<file path="config.mk">
export PLATFORM = sky130hd
export DESIGN_NAME = slc_swing_length_count
export DESIGN_NICKNAME = d
export VERILOG_FILES = /design/src/slc_pkg.sv /design/src/slc_swing_length_count.sv
export SDC_FILE = /design/constraint.sdc
export NUM_CORES = 2
export LEC_CHECK = 0
export BUFFER_PORTS_ARGS = -buffer_cell sky130_fd_sc_hd__clkbuf_2
export CAP_MARGIN = 30
export CORE_ASPECT_RATIO = 0.7
export CORE_MARGIN = 5
export CORE_UTILIZATION = 55
export DETAILED_ROUTE_END_ITERATION = 7
export GPL_ROUTABILITY_DRIVEN = 0
export GPL_TIMING_DRIVEN = 0
export PLACE_DENSITY = 0.71
export SETUP_SLACK_MARGIN = 0.4
export SLEW_MARGIN = 5
export SYNTH_ARGS = -nofsm -noshare
export SYNTH_HDL_FRONTEND = slang
export SYNTH_SLANG_ARGS = --single-unit
</file>
<file path="constraint.sdc">
create_clock -name clk -period 56.9 [get_ports clk]
set_input_delay 2.845 -clock clk [delete_from_list [all_inputs] [get_ports clk]]
set_output_delay 2.845 -clock clk [all_outputs]
set_load 0.01 [all_outputs]
</file>
<file path="src/slc_pkg.sv">
package slc_pkg;

	// register indices on the plain port, one 16-bit register each
	localparam logic [4:0] ADDR_BASE_SEL   = 5'h00;
	localparam logic [4:0] ADDR_AMP_PCT    = 5'h01;
	localparam logic [4:0] ADDR_JUMP_PCT   = 5'h02;
	localparam logic [4:0] ADDR_PERIOD     = 5'h03;
	localparam logic [4:0] ADDR_RISE_COEF  = 5'h04;
	localparam logic [4:0] ADDR_TARGET_LEN = 5'h05;
	localparam logic [4:0] ADDR_MEAS_LEN   = 5'h06;
	localparam logic [4:0] ADDR_PPM        = 5'h07;
	localparam logic [4:0] ADDR_FINAL_THR  = 5'h08;
	localparam logic [4:0] ADDR_INTERIM    = 5'h09;
	localparam logic [4:0] ADDR_CTRL       = 5'h0a;
	localparam logic [4:0] ADDR_COUNT      = 5'h0b;
	localparam logic [4:0] ADDR_IRQ_STAT   = 5'h0c;
	localparam logic [4:0] ADDR_IRQ_CLR    = 5'h0d;
	localparam logic [4:0] ADDR_IRQ_EN     = 5'h0e;
	localparam logic [4:0] ADDR_FREQ_UPPER = 5'h0f;
	localparam logic [4:0] ADDR_FREQ_LOWER = 5'h10;
	localparam logic [4:0] ADDR_FREQ_MAX   = 5'h11;
	localparam logic [4:0] ADDR_OUT_FREQ   = 5'h12;

	// values after reset (percent in 0.1 %, time in 0.1 s, freq 0.01 Hz)
	localparam logic [15:0] RST_BASE_SEL   = 16'h0000;
	localparam logic [15:0] RST_AMP_PCT    = 16'h0000;
	localparam logic [15:0] RST_JUMP_PCT   = 16'h0000;
	localparam logic [15:0] RST_PERIOD     = 16'h0064;
	localparam logic [15:0] RST_RISE_COEF  = 16'h01f4;
	localparam logic [15:0] RST_TARGET_LEN = 16'h03e8;
	localparam logic [15:0] RST_PPM        = 16'h03e8;
	localparam logic [15:0] RST_FINAL_THR  = 16'h03e8;
	localparam logic [15:0] RST_INTERIM    = 16'h03e8;
	localparam logic [15:0] RST_CTRL       = 16'h0000;
	localparam logic [15:0] RST_FREQ_UPPER = 16'h1388;
	localparam logic [15:0] RST_FREQ_LOWER = 16'h0000;
	localparam logic [15:0] RST_FREQ_MAX   = 16'h1388;

	// field positions
	localparam int CTRL_SWING_EN = 0;
	localparam int IRQ_LEN       = 0;
	localparam int IRQ_FINAL     = 1;
	localparam int IRQ_INTERIM   = 2;
	localparam int IRQ_CYCLE     = 3;
	localparam int IRQ_W         = 4;

	// scale constants
	localparam logic [31:0] PCT_FULL    = 32'h0000_03e8; // 100.0 % in 0.1 %
	localparam logic [31:0] MS_PER_UNIT = 32'h0000_0064; // 0.1 s in ms
	localparam logic [31:0] PPM_STEP    = 32'h0000_000a; // one pulse, x10

	// swing time tick: 1 ms, fine enough for 0.1 s period steps
	localparam int CLK_NS          = 20;
	localparam int TICK_NS         = 1000000;
	localparam int TICK_CYCLES_DEF = TICK_NS / CLK_NS;

	typedef enum logic [1:0]
	{
		SLC_RISE = 2'b01,
		SLC_FALL = 2'b10
	} slc_phase_e;

	// register port request
	typedef struct packed
	{
		logic        wr;
		logic        rd;
		logic [4:0]  addr;
		logic [15:0] wdata;
	} slc_bus_s;

	// discrete terminals in
	typedef struct packed
	{
		logic len_pulse;
		logic len_clear;
		logic cnt_pulse;
		logic cnt_clear;
	} slc_din_s;

	// software settings
	typedef struct packed
	{
		logic [15:0]       base_sel;
		logic [15:0]       amp;
		logic [15:0]       jump;
		logic [15:0]       period;
		logic [15:0]       rise;
		logic [15:0]       target;
		logic [15:0]       ppm;
		logic [15:0]       final_thr;
		logic [15:0]       interim_thr;
		logic [15:0]       ctrl;
		logic [15:0]       upper;
		logic [15:0]       lower;
		logic [15:0]       fmax;
		logic [IRQ_W-1:0]  irq_en;
	} slc_cfg_s;

	// whole module state
	typedef struct packed
	{
		slc_cfg_s          cfg;
		slc_phase_e        phase;
		logic [31:0]       tick_cnt;
		logic [31:0]       t;
		logic [31:0]       err;
		logic signed [17:0] offset;
		logic              len_d;
		logic              cnt_d;
		logic [31:0]       len_acc;
		logic [15:0]       length;
		logic [15:0]       count;
		logic              len_hit;
		logic              fin_hit;
		logic              int_hit;
		logic [IRQ_W-1:0]  irq_st;
		logic              irq;
		logic [15:0]       rdata;
		logic [15:0]       freq;
	} slc_state_s;

endpackage : slc_pkg

</file>
<file path="src/slc_swing_length_count.sv">
// The strobed register port and the placing of the registers are this design's own decisions.
`timescale 1ns/1ps
// Operation
// - triangular swing around set frequency
// - zero amplitude percent gives no swing
// - base 0 scales central frequency
// - base 1 scales maximum output frequency
// - jump step is amplitude times jump percent
// - clamp output between lower and upper limit
// - one swing cycle per configured period
// - rise share is period times coefficient
// - length is pulses divided by scale
// - length flag once length exceeds target
// - length clear input zeroes measured length
// - final threshold sets flag, stops counting
// - interim threshold sets flag, keeps counting
module slc_swing_length_count
	import slc_pkg::*;
#(
	parameter int TICK_CYCLES = TICK_CYCLES_DEF // cycles per swing tick
)
(
	input  wire logic        clk,            // 50 MHz clock
	input  wire logic        srst,           // sync reset, active high
	input  wire logic        ce,             // clock enable, freezes all
	input  wire slc_bus_s    bus,            // register port request
	output logic [15:0]      rdata,          // read data, cycle after rd
	input  wire logic [15:0] set_freq,       // central frequency, 0.01 Hz
	input  wire slc_din_s    din,            // discrete terminals
	output logic [15:0]      out_freq,       // swung output frequency
	output logic             length_reached, // length reached terminal
	output logic             count_final,    // final count reached
	output logic             count_interim,  // interim count reached
	output logic             irq             // level interrupt
);

	slc_state_s st;     // registered state
	slc_state_s nxt_st; // next state

	// how the block is split up
	// - one packed state word, filled by one combinational process and
	//   registered by one clocked process, so ce freezes every bit at once
	// - the swing part works in 0.01 Hz units on a signed offset that is
	//   added to the set frequency and then clamped into the limits
	// - the length part keeps a remainder in tenths of a pulse, so a
	//   fractional pulses-per-metre scale needs no divider
	// - the count part stops at the final threshold and keeps its flags
	//   until the count clear input is seen
	// - all flags also set sticky status bits for the level interrupt
	//
	// limitations a user must know
	// - the offset moves at most one unit per clock; with the real 1 ms
	//   tick that is far faster than any slope the settings can ask for,
	//   but a shortened tick in simulation can make a ramp fall short
	//   of its end point, which the turn-round value then makes up
	// - the set frequency is taken as a level; a step in it shows on the
	//   output one cycle later, clamped like the swing
	// - interim above final is not refused here: the final threshold
	//   stops the count first, so the interim flag would never rise
	//
	// hazards avoided
	// - the offset is signed and the amplitude is not: every compare of
	//   the two casts the amplitude to signed first, else a negative
	//   offset reads as a huge number and the ramp stalls at a turn
	// - pulse inputs are edge detected against their last sample, whose
	//   value after reset is the idle low of the pin, so reset never
	//   leaves a false edge behind
	// - a status event in the same cycle as its clear wins, so software
	//   never loses an event that lands while it is acknowledging
	// - read data is zero outside the cycle after a read strobe, so a
	//   stale value never looks like a fresh answer

	// derived swing figures, combinational
	logic [31:0]        base_f;   // amplitude base frequency
	logic [31:0]        aw;       // swing amplitude
	logic [31:0]        jmp;      // jump step
	logic [31:0]        per_ms;   // period in ticks
	logic [31:0]        rise_ms;  // rising ramp in ticks
	logic [31:0]        fall_ms;  // falling ramp in ticks
	logic [31:0]        seg_ms;   // current ramp length
	logic               active;   // swing running
	logic               tick;     // one-cycle swing tick
	logic signed [19:0] sum;      // centre plus offset
	logic [IRQ_W-1:0]   ev;       // events this cycle

	assign rdata          = st.rdata;
	assign out_freq       = st.freq;
	assign length_reached = st.len_hit;
	assign count_final    = st.fin_hit;
	assign count_interim  = st.int_hit;
	assign irq            = st.irq;

	// swing amplitude and ramp lengths
	always_comb
	begin
		if (st.cfg.base_sel == 16'h0000)
			base_f = {16'h0000, set_freq};
		else
			base_f = {16'h0000, st.cfg.fmax};
		aw      = (base_f * {16'h0000, st.cfg.amp}) / PCT_FULL;
		jmp     = (aw * {16'h0000, st.cfg.jump}) / PCT_FULL;
		per_ms  = {16'h0000, st.cfg.period} * MS_PER_UNIT;
		rise_ms = (per_ms * {16'h0000, st.cfg.rise}) / PCT_FULL;
		fall_ms = per_ms - rise_ms;
		seg_ms  = (st.phase == SLC_RISE) ? rise_ms : fall_ms;
		// zero amplitude or zero period means no swing
		active  = st.cfg.ctrl[CTRL_SWING_EN] && (st.cfg.amp != 16'h0000)
		          && (per_ms != 32'h0000_0000);
		tick    = (st.tick_cnt == 32'(TICK_CYCLES - 1));
		sum     = 20'(signed'({4'h0, set_freq})) + 20'(st.offset);
	end

	// next state
	always_comb
	begin
		nxt_st = st;
		ev     = '0;

		// free-running tick divider
		nxt_st.tick_cnt = tick ? 32'h0 : st.tick_cnt + 32'h1;

		// triangle generator: a serial divider walks the offset at most one
		// unit per cycle, so no wide divider sits in the ramp path
		if (!active)
		begin
			nxt_st.phase  = SLC_RISE;
			nxt_st.t      = 32'h0;
			nxt_st.err    = 32'h0;
			nxt_st.offset = 18'sh0;
		end
		else if (tick && (st.t + 32'h1 >= seg_ms))
		begin
			// ramp ends: turn round and apply the jump step
			nxt_st.t   = 32'h0;
			nxt_st.err = 32'h0;
			case (st.phase)
				SLC_RISE:
				begin
					nxt_st.phase  = SLC_FALL;
					nxt_st.offset = 18'(aw) - 18'(jmp);
				end
				SLC_FALL:
				begin
					nxt_st.phase  = SLC_RISE;
					nxt_st.offset = 18'(jmp) - 18'(aw);
					ev[IRQ_CYCLE] = 1'b1;
				end
				default:
				begin
					nxt_st.phase  = SLC_RISE;
					nxt_st.offset = 18'sh0;
				end
			endcase
		end
		else
		begin
			// ramp slope: 2*aw units across seg_ms ticks
			if (tick)
			begin
				nxt_st.t   = st.t + 32'h1;
				nxt_st.err = st.err + (aw << 1);
			end
			if (st.err >= seg_ms)
			begin
				nxt_st.err = nxt_st.err - seg_ms;
				// signed compares: the offset goes below zero
				if (st.phase == SLC_RISE && st.offset < $signed(18'(aw)))
					nxt_st.offset = st.offset + 18'sh1;
				else if (st.phase == SLC_FALL
				         && st.offset > -$signed(18'(aw)))
					nxt_st.offset = st.offset - 18'sh1;
			end
		end

		// output frequency clamped into the limits
		if (sum > 20'(signed'({4'h0, st.cfg.upper})))
			nxt_st.freq = st.cfg.upper;
		else if (sum < 20'(signed'({4'h0, st.cfg.lower})))
			nxt_st.freq = st.cfg.lower;
		else
			nxt_st.freq = sum[15:0];

		// length: each pulse adds 10, scale is in 0.1 pulses per metre
		nxt_st.len_d = din.len_pulse;
		if (din.len_clear)
		begin
			nxt_st.len_acc = 32'h0;
			nxt_st.length  = 16'h0;
			nxt_st.len_hit = 1'b0;
		end
		else
		begin
			if (din.len_pulse && !st.len_d)
				nxt_st.len_acc = st.len_acc + PPM_STEP;
			// one metre per cycle at most; pulses are far slower
			if (st.cfg.ppm != 16'h0000 && st.len_acc >= {16'h0, st.cfg.ppm}
			    && st.length != 16'hffff)
			begin
				nxt_st.len_acc = nxt_st.len_acc - {16'h0, st.cfg.ppm};
				nxt_st.length  = st.length + 16'h1;
			end
			if (st.length > st.cfg.target)
				nxt_st.len_hit = 1'b1;
		end
		ev[IRQ_LEN] = nxt_st.len_hit && !st.len_hit;

		// counter with final and interim thresholds
		nxt_st.cnt_d = din.cnt_pulse;
		if (din.cnt_clear)
		begin
			nxt_st.count   = 16'h0;
			nxt_st.fin_hit = 1'b0;
			nxt_st.int_hit = 1'b0;
		end
		else
		begin
			// stops once the final threshold is reached
			if (din.cnt_pulse && !st.cnt_d && st.count < st.cfg.final_thr)
				nxt_st.count = st.count + 16'h1;
			if (st.count >= st.cfg.final_thr)
				nxt_st.fin_hit = 1'b1;
			if (st.count >= st.cfg.interim_thr)
				nxt_st.int_hit = 1'b1;
		end
		ev[IRQ_FINAL]   = nxt_st.fin_hit && !st.fin_hit;
		ev[IRQ_INTERIM] = nxt_st.int_hit && !st.int_hit;

		// register writes, measured length and count are read-only
		if (bus.wr)
		begin
			if (bus.addr == ADDR_BASE_SEL)
				nxt_st.cfg.base_sel = {15'h0, bus.wdata[0]};
			else if (bus.addr == ADDR_AMP_PCT)
				nxt_st.cfg.amp = bus.wdata;
			else if (bus.addr == ADDR_JUMP_PCT)
				nxt_st.cfg.jump = bus.wdata;
			else if (bus.addr == ADDR_PERIOD)
				nxt_st.cfg.period = bus.wdata;
			else if (bus.addr == ADDR_RISE_COEF)
				nxt_st.cfg.rise = bus.wdata;
			else if (bus.addr == ADDR_TARGET_LEN)
				nxt_st.cfg.target = bus.wdata;
			else if (bus.addr == ADDR_PPM)
				nxt_st.cfg.ppm = bus.wdata;
			else if (bus.addr == ADDR_FINAL_THR)
				nxt_st.cfg.final_thr = bus.wdata;
			else if (bus.addr == ADDR_INTERIM)
				nxt_st.cfg.interim_thr = bus.wdata;
			else if (bus.addr == ADDR_CTRL)
				nxt_st.cfg.ctrl = {15'h0, bus.wdata[CTRL_SWING_EN]};
			else if (bus.addr == ADDR_IRQ_EN)
				nxt_st.cfg.irq_en = bus.wdata[IRQ_W-1:0];
			else if (bus.addr == ADDR_FREQ_UPPER)
				nxt_st.cfg.upper = bus.wdata;
			else if (bus.addr == ADDR_FREQ_LOWER)
				nxt_st.cfg.lower = bus.wdata;
			else if (bus.addr == ADDR_FREQ_MAX)
				nxt_st.cfg.fmax = bus.wdata;
		end

		// sticky status: a new event beats a clear in the same cycle
		if (bus.wr && bus.addr == ADDR_IRQ_CLR)
			nxt_st.irq_st = (st.irq_st & ~bus.wdata[IRQ_W-1:0]) | ev;
		else
			nxt_st.irq_st = st.irq_st | ev;
		nxt_st.irq = |(nxt_st.irq_st & nxt_st.cfg.irq_en);

		// read data, only in the cycle after the strobe
		nxt_st.rdata = 16'h0;
		if (bus.rd)
		begin
			if (bus.addr == ADDR_BASE_SEL)
				nxt_st.rdata = st.cfg.base_sel;
			else if (bus.addr == ADDR_AMP_PCT)
				nxt_st.rdata = st.cfg.amp;
			else if (bus.addr == ADDR_JUMP_PCT)
				nxt_st.rdata = st.cfg.jump;
			else if (bus.addr == ADDR_PERIOD)
				nxt_st.rdata = st.cfg.period;
			else if (bus.addr == ADDR_RISE_COEF)
				nxt_st.rdata = st.cfg.rise;
			else if (bus.addr == ADDR_TARGET_LEN)
				nxt_st.rdata = st.cfg.target;
			else if (bus.addr == ADDR_MEAS_LEN)
				nxt_st.rdata = st.length;
			else if (bus.addr == ADDR_PPM)
				nxt_st.rdata = st.cfg.ppm;
			else if (bus.addr == ADDR_FINAL_THR)
				nxt_st.rdata = st.cfg.final_thr;
			else if (bus.addr == ADDR_INTERIM)
				nxt_st.rdata = st.cfg.interim_thr;
			else if (bus.addr == ADDR_CTRL)
				nxt_st.rdata = st.cfg.ctrl;
			else if (bus.addr == ADDR_COUNT)
				nxt_st.rdata = st.count;
			else if (bus.addr == ADDR_IRQ_STAT)
				nxt_st.rdata = {12'h0, st.irq_st};
			else if (bus.addr == ADDR_IRQ_EN)
				nxt_st.rdata = {12'h0, st.cfg.irq_en};
			else if (bus.addr == ADDR_FREQ_UPPER)
				nxt_st.rdata = st.cfg.upper;
			else if (bus.addr == ADDR_FREQ_LOWER)
				nxt_st.rdata = st.cfg.lower;
			else if (bus.addr == ADDR_FREQ_MAX)
				nxt_st.rdata = st.cfg.fmax;
			else if (bus.addr == ADDR_OUT_FREQ)
				nxt_st.rdata = st.freq;
		end
	end

	// state register; ce low freezes everything
	always_ff @(posedge clk)
	begin
		if (srst)
		begin
			st                 <= '0;
			st.phase           <= SLC_RISE;
			st.cfg.base_sel    <= RST_BASE_SEL;
			st.cfg.amp         <= RST_AMP_PCT;
			st.cfg.jump        <= RST_JUMP_PCT;
			st.cfg.period      <= RST_PERIOD;
			st.cfg.rise        <= RST_RISE_COEF;
			st.cfg.target      <= RST_TARGET_LEN;
			st.cfg.ppm         <= RST_PPM;
			st.cfg.final_thr   <= RST_FINAL_THR;
			st.cfg.interim_thr <= RST_INTERIM;
			st.cfg.ctrl        <= RST_CTRL;
			st.cfg.upper       <= RST_FREQ_UPPER;
			st.cfg.lower       <= RST_FREQ_LOWER;
			st.cfg.fmax        <= RST_FREQ_MAX;
		end
		else if (ce)
			st <= nxt_st;
	end

endmodule : slc_swing_length_count

</file>
# --- Word level (Yosys, flattened, before mapping) ---
# Index checks and enable logic that the tools add are counted.
op_classes:
  multipliers: 4
  addsub: 15
  reduce_logical: 45
  n_mux: 63
  n_lt_le_gt_ge: 11
  n_eq_ne: 26
  n_div: 3
  n_bitwise: 18
op_table:
  columns: ["operator", "count"]
  rows:
  - ["$mux 16", 24]
  - ["$mux 64", 3]
  - ["$mux 82", 2]
  - ["$mux 32", 4]
  - ["$div 32x10->32 const B", 3]
  - ["$mux 48", 2]
  - ["$add 32x1->32 const B", 2]
  - ["$ge 32x32->1", 2]
  - ["$mux 4", 13]
  - ["$mux 50", 1]
  - ["$eq 5x4->1 const B", 8]
  - ["$mux 18", 2]
  - ["$pmux 18 s2", 1]
  - ["$sub 18x18->18", 2]
  - ["$add 16x1->16 const B", 2]
  - ["$add 32x32->32", 1]
  - ["$add 32x4->32 const B", 1]
  - ["$eq 32x16->1 const B", 1]
  - ["$ge 16x16->1", 2]
  - ["$ge 32x16->1", 1]
  - ["$mul 16x16->32", 1]
  - ["$mul 32x16->32", 1]
  - ["$reduce_bool 16->1", 2]
  - ["$sub 23x32->32", 1]
  - ["51 further kinds", 103]
totals:
  out_inout_bits: 36
  regBits: 404

# --- Depth between registers and ports, before layout ---
depth:
  depth_word: 20
  ltp_mapped: 242
  depth_no_buf: 219

# --- Worst setup path after synthesis ---
# No wires, ideal clock.
synth_timing:
  path_kind: "in2reg"
  start: "input port set_freq[3]"
  end: "register st[122] in the netlist's numbering"
  slack_ns: 4.224
  required_ns: 56.772
  arrival_time_ns: 52.549
  n_path_buf: 18
  setup_time_ns: 0.128
  stages: 223
  path_cell_list: "mux2i_1 > clkbuf_1 > nor2b_1 > fa_1 > fa_1 > fa_1 > fa_1 > fa_1 > inv_1 > fa_1 > inv_1 > ha_1 > buf_4 > a21oi_1 > a21boi_0 > a22o_1 > a211oi_4 > o21a_2 > [... 187 more ...] > a21o_1 > a21oi_1 > o21bai_1 > a21oi_1 > o21bai_1 > a21oi_1 > o21bai_1 > a21oi_1 > o21bai_1 > a21oi_1 > o21bai_1 > a21oi_1 > xnor2_1 > a22o_1 > a21oi_1 > nor2_1 > mux2i_1 > nor2_1"
synth_via:
  elab_chain_len: 9
  word_cells_on_any_way: 19
  classes_between: "add/sub (3); mul (2); div (2); order compare (2); eq/ne (1); mux (6); reduce/logical (3)"
synth_lines:
  columns: ["item", "line", "source"]
  rows:
  - ["from (decl)", "slc_swing_length_count.sv:28", "input wire logic [15:0] set_freq,"]
  - ["$mux 16 *", "slc_swing_length_count.sv:96", "if (st.cfg.base_sel == 16'h0000)"]
  - ["$mul 16x16->32 *", "slc_swing_length_count.sv:100", "aw = (base_f * {16'h0000, st.cfg.amp}) / PCT_FULL;"]
  - ["$div 32x10->32 *", "slc_swing_length_count.sv:100", null]
  - ["$mul 32x16->32 / $lt 18x18->1 (equally long branches)", "slc_swing_length_count.sv:101, slc_swing_length_count.sv:167", null]
  - ["$div 32x10->32 / $logic_and 1x1->1 (equally long branches)", "slc_swing_length_count.sv:101, slc_swing_length_count.sv:167", null]
  - ["$sub 18x18->18 (tied with other cells)", "slc_swing_length_count.sv:145", "nxt_st.offset = 18'(jmp) - 18'(aw);"]
  - ["$pmux 18 s2 / $mux 50 (equally long branches)", "slc_swing_length_count.sv:136, slc_swing_length_count.sv:163", null]
  - ["$mux 82", "slc_swing_length_count.sv:131", "else if (tick && (st.t + 32'h1 >= seg_ms))"]
  - ["$mux 82", "slc_swing_length_count.sv:124", "if (!active)"]
  - ["to (signal assigned)", "slc_swing_length_count.sv:333", "st <= nxt_st;"]
  - ["to (decl)", "slc_swing_length_count.sv:37", "slc_state_s st;"]
# Every way passes the cells marked *; elsewhere a longest branch is shown, timed or not. The select of a mux whose other input is x is not followed.
# A chain may end at the register's enable or synchronous reset.

# --- Worst setup path after layout ---
layout_timing:
  start: "input port set_freq[5]"
  end: "register st[122] in the netlist's numbering"
# Same word-level chain as after synthesis.

==> report_table.html <==
<table>
<tr><th>Metric</th><th>Value</th></tr>
<tr><th colspan="2">Clocking</th></tr>
<tr><td>Clock insertion delay at the later pin of the skew report</td><td>0.64 ns</td></tr>
<tr><td>Count of hold-fix buffers inserted at cts</td><td>0</td></tr>
<tr><td>Clock Tree Root</td><td>sky130_fd_sc_hd__clkbuf_16</td></tr>
<tr><td>Clock tree from TritonCTS</td><td>yes</td></tr>
<tr><td>Clk sinks</td><td>404</td></tr>
<tr><td>Clock transition at path regs</td><td>0.06 ns</td></tr>
<tr><td>Number of clock buffers inserted by TritonCTS</td><td>47</td></tr>
<tr><td>Deepest clock path buffer count</td><td>3</td></tr>
<tr><td>H-tree Lvls</td><td>2</td></tr>
<tr><th colspan="2">Global routing</th></tr>
<tr><td>Global-route wire length before repair</td><td>414 mm</td></tr>
<tr><td>Number of antenna violations at the first check in global routing</td><td>17</td></tr>
<tr><td>Maximum number of pins on one net before global-route repair</td><td>20</td></tr>
<tr><td>Total global routing track utilization</td><td>33.9%</td></tr>
<tr><td>Vias in the first global route</td><td>72920</td></tr>
<tr><td>Aggregate global routing overflow</td><td>0</td></tr>
<tr><th colspan="2">Synthesis</th></tr>
<tr><td>Sequential-to-total area share from yosys stat</td><td>10.2%</td></tr>
<tr><td>Top post-synthesis cells by area</td><td>sky130_fd_sc_hd__fa_1 (18%), sky130_fd_sc_hd__ha_1 (11%), sky130_fd_sc_hd__dfxtp_1 (10%), sky130_fd_sc_hd__nand2_1 (6.8%), sky130_fd_sc_hd__inv_1 (5.1%)</td></tr>
<tr><td>Library cell occupying the most area in the post-synthesis netlist</td><td>sky130_fd_sc_hd__fa_1</td></tr>
<tr><td>Area share of the largest cell type after synthesis</td><td>18.5%</td></tr>
<tr><td>Post-synthesis instance total</td><td>10316</td></tr>
<tr><td>Nets in the synthesized netlist</td><td>11763</td></tr>
<tr><td>Flip-flop and latch count after synthesis</td><td>404</td></tr>
<tr><td>Mean post-synth cell area</td><td>7.66 sq um</td></tr>
<tr><td>Main flop type after synthesis</td><td>sky130_fd_sc_hd__dfxtp_1</td></tr>
<tr><td>Share of async-settable or async-resettable flops after synthesis</td><td>0%</td></tr>
<tr><td>Number of enable-type register cells in the synthesized netlist</td><td>0</td></tr>
<tr><td>Top post-synthesis cells by count</td><td>sky130_fd_sc_hd__nand2_1 (1429), sky130_fd_sc_hd__inv_1 (1083), sky130_fd_sc_hd__a21oi_1 (752)</td></tr>
<tr><td>Most numerous cell in the Yosys netlist</td><td>sky130_fd_sc_hd__nand2_1</td></tr>
<tr><td>Count of distinct cell types in the synthesized netlist</td><td>166</td></tr>
<tr><td>Number of warnings reported in the yosys synthesis log</td><td>0</td></tr>
<tr><td>Netlist area before placement</td><td>79000 sq um</td></tr>
<tr><th colspan="2">STA</th></tr>
<tr><td>Count of endpoints failing setup in the final report</td><td>0</td></tr>
<tr><td>Number of max-slew violations in the final report</td><td>0</td></tr>
<tr><td>Peak Freq</td><td>18.1 MHz</td></tr>
<tr><td>Measured slew at the worst slew-check pin</td><td>1.14 ns</td></tr>
<tr><td>Hold WS</td><td>0.475 ns</td></tr>
<tr><td>Worst slew margin relative to its limit</td><td>24.0%</td></tr>
<tr><td>Clock Skew</td><td>0.0619 ns</td></tr>
<tr><td>Ratio of final minimum period to clock period</td><td>96.9%</td></tr>
<tr><td>Final hold vios</td><td>0</td></tr>
<tr><td>Tmin final</td><td>55.16 ns</td></tr>
<tr><th colspan="2">Route</th></tr>
<tr><td>Antenna viol nets, final</td><td>0</td></tr>
<tr><td>Number of search-and-repair iterations in the first detailed-routing pass</td><td>8</td></tr>
<tr><td>Routed WL per cell</td><td>21.7 um</td></tr>
<tr><td>Drc violations</td><td>13</td></tr>
<tr><td>DRC violation total after the first TritonRoute iteration</td><td>10002</td></tr>
<tr><td>Sum of routed wire length over all layers</td><td>272 mm</td></tr>
<tr><td>Post-detailed-route via-to-cell ratio</td><td>6.33</td></tr>
<tr><td>Vias</td><td>79185</td></tr>
<tr><th colspan="2">Job</th></tr>
<tr><td>Max-capacitance violation count</td><td>0</td></tr>
<tr><th colspan="2">Worst hold path</th></tr>
<tr><td>Worst hold path type</td><td>flip-flop to flip-flop</td></tr>
<tr><th colspan="2">Layout</th></tr>
<tr><td>Finished layout cell area</td><td>86500 sq um</td></tr>
<tr><td>Post-route insts no fill</td><td>12518</td></tr>
<tr><td>Count of nets after finishing</td><td>12034</td></tr>
<tr><td>Layout fillers</td><td>12659</td></tr>
<tr><td>Share of cells above drive strength 1</td><td>8.59%</td></tr>
<tr><td>Area growth syn-to-layout</td><td>9.50%</td></tr>
<tr><th colspan="2">Setup path</th></tr>
<tr><td>Most frequent cell on the critical path</td><td>sky130_fd_sc_hd__fa_1</td></tr>
<tr><td>Highest cell delay on the worst timing path</td><td>0.61 ns</td></tr>
<tr><td>Standard cell with the maximum stage delay on the critical path</td><td>sky130_fd_sc_hd__or4_4</td></tr>
<tr><td>Arrival time of data at the critical path endpoint</td><td>55.64 ns</td></tr>
<tr><td>Critical path launch point type</td><td>input port</td></tr>
<tr><td>Worst endpoint required time</td><td>57.38 ns</td></tr>
<tr><td>Maximum fanout along the worst path</td><td>11</td></tr>
<tr><td>Critical path start-end classification</td><td>input port to flip-flop</td></tr>
<tr><td>Capturing element type of the critical path</td><td>flip-flop</td></tr>
<tr><th colspan="2">Floorplan</th></tr>
<tr><td>Width of the chip</td><td>463 um</td></tr>
<tr><td>Overall die area</td><td>152000 sq um</td></tr>
<tr><td>Top-Level Pins</td><td>82</td></tr>
<tr><td>Standard cell core area</td><td>143000 sq um</td></tr>
<tr><td>Chip height</td><td>327 um</td></tr>
<tr><td>Number of standard-cell rows in the floorplan</td><td>116</td></tr>
<tr><td>Initial core utilization</td><td>55.3%</td></tr>
<tr><th colspan="2">Placed design</th></tr>
<tr><td>Placed Cells</td><td>12300</td></tr>
<tr><td>HPWL after DPL</td><td>217 mm</td></tr>
<tr><td>Buffers on Ports</td><td>76</td></tr>
<tr><td>Cell area after placement</td><td>82000 sq um</td></tr>
<tr><th colspan="2">Outcome</th></tr>
<tr><td>Violated checks</td><td>DRC</td></tr>
<tr><td>Outcome</td><td>finished with violations</td></tr>
</table>
repair_timing:
item	CTS	global route
gates cloned	0	0
gates resized for setup	129	268
buffers inserted	50	68
pin swaps	28	68
endpoints found under the setup margin	18	18
final cells by class:
class                           count  area, sq um  share of cell area (%)
Antenna cell                       11         27.5                  0.0318
Buffer                            501         2300                    2.66
Clock buffer                       67         1370                    1.58
Clock inverter                     14          191                   0.221
Inverter                         1115         4220                    4.88
Multi-Input combinational cell   8296        66400                    76.7
Sequential cell                   404         8090                    9.34
Tap cell                         1888         2360                    2.73
Timing Repair Buffer              222         1600                    1.85
per-layer routing:
| layer | part of all wire, % | vias up | global-route usage, % |
|---|---|---|---|
| li1 | - | 35820 | - |
| met3 | 14 | 583 | 11.4 |
| met5 | 0.021 | - | 0.189 |
| met1 | 43 | 38062 | 49.7 |
| met2 | 39 | 4714 | 47.0 |
| met4 | 3.3 | 6 | 9.61 |
through the flow:
| stage | TNS (ns) | util, % | setup slack, ns |
|---|---|---|---|
| after global routing | -0.410 | 60.6 | -0.227 |
| after floorplan | 0 | - | 4.22 |
| after CTS | 0 | 59.2 | 0.469 |
| after global placement | -126.59 | 57.3 | -8.31 |
| final | 0 | 60.6 | 1.74 |
| after detailed placement | -119.43 | 57.4 | -7.94 |
worst max-delay path, delay by kind of cell:
kind	cells	cell delay (ns)
AOI/OAI and AO/OA	101	21.88
muxes	8	2.41
and+or+nand+nor	48	11.86
adders and majority gates	19	8.20
buffers and inverters	47	6.62
xor gates and xnor gates	9	1.63
layout by cell type, fill, tap and decap left out, drive strengths merged, types with 41 or more instances in the layout:
| master | count |
|---|---|
| a211o | 48 |
| a211oi | 90 |
| a21o | 161 |
| a21oi | 762 |
| a221oi | 42 |
| a22oi | 91 |
| a31oi | 75 |
| and2 | 337 |
| and3 | 110 |
| buf | 260 |
| clkbuf | 527 |
| dfxtp | 404 |
| fa | 730 |
| ha | 671 |
| inv | 1112 |
| mux2 | 42 |
| mux2i | 141 |
| nand2 | 1431 |
| nand2b | 105 |
| nand3 | 201 |
| nand3b | 69 |
| nand4 | 69 |
| nor2 | 751 |
| nor2b | 159 |
| nor3 | 152 |
| nor4 | 65 |
| o211ai | 81 |
| o21a | 46 |
| o21ai | 473 |
| o21bai | 90 |
| o22ai | 46 |
| o31ai | 59 |
| or2 | 41 |
| or3 | 49 |
| xnor2 | 392 |
| xor2 | 191 |
worst paths after layout:
| path | startpoint | endpoint | slack [ns] | cells after the start |
|---|---|---|---|---|
| worst max-delay path | set_freq[5] | st[122] | 1.74 | 232 |
| worst min-delay path | rdata[0] | rdata[0] | 0.47 | 2 |
| worst max register to register | st[418] | st[122] | 2.23 | 234 |
| worst min register to register | rdata[0] | rdata[0] | 0.47 | 2 |
flip-flops by register name, summed over array words and instances, names as in the netlist:
register	flops
out_freq	16
count_interim	1
count_final	1
rdata	16
st	368
length_reached	1
irq	1
cells by family (layout without fill, tap and decap cells):
group | after synthesis | count (layout) | synth area share [%]
AOI/OAI and AO/OA | 2485 | 2485 | 21.4
and+or+nand+nor | 3615 | 3615 | 21.7
adders and majority gates | 1426 | 1426 | 29.4
muxes | 186 | 186 | 2.55
other | 0 | 11 | 0
DFF | 404 | 404 | 10.2
xor gates and xnor gates | 584 | 584 | 6.59
buffers and inverters | 1616 | 1919 | 8.11
Power is left out: the tool's default activity adds up to more than one toggle a clock period on the data nets, which glitch-free logic cannot reach.
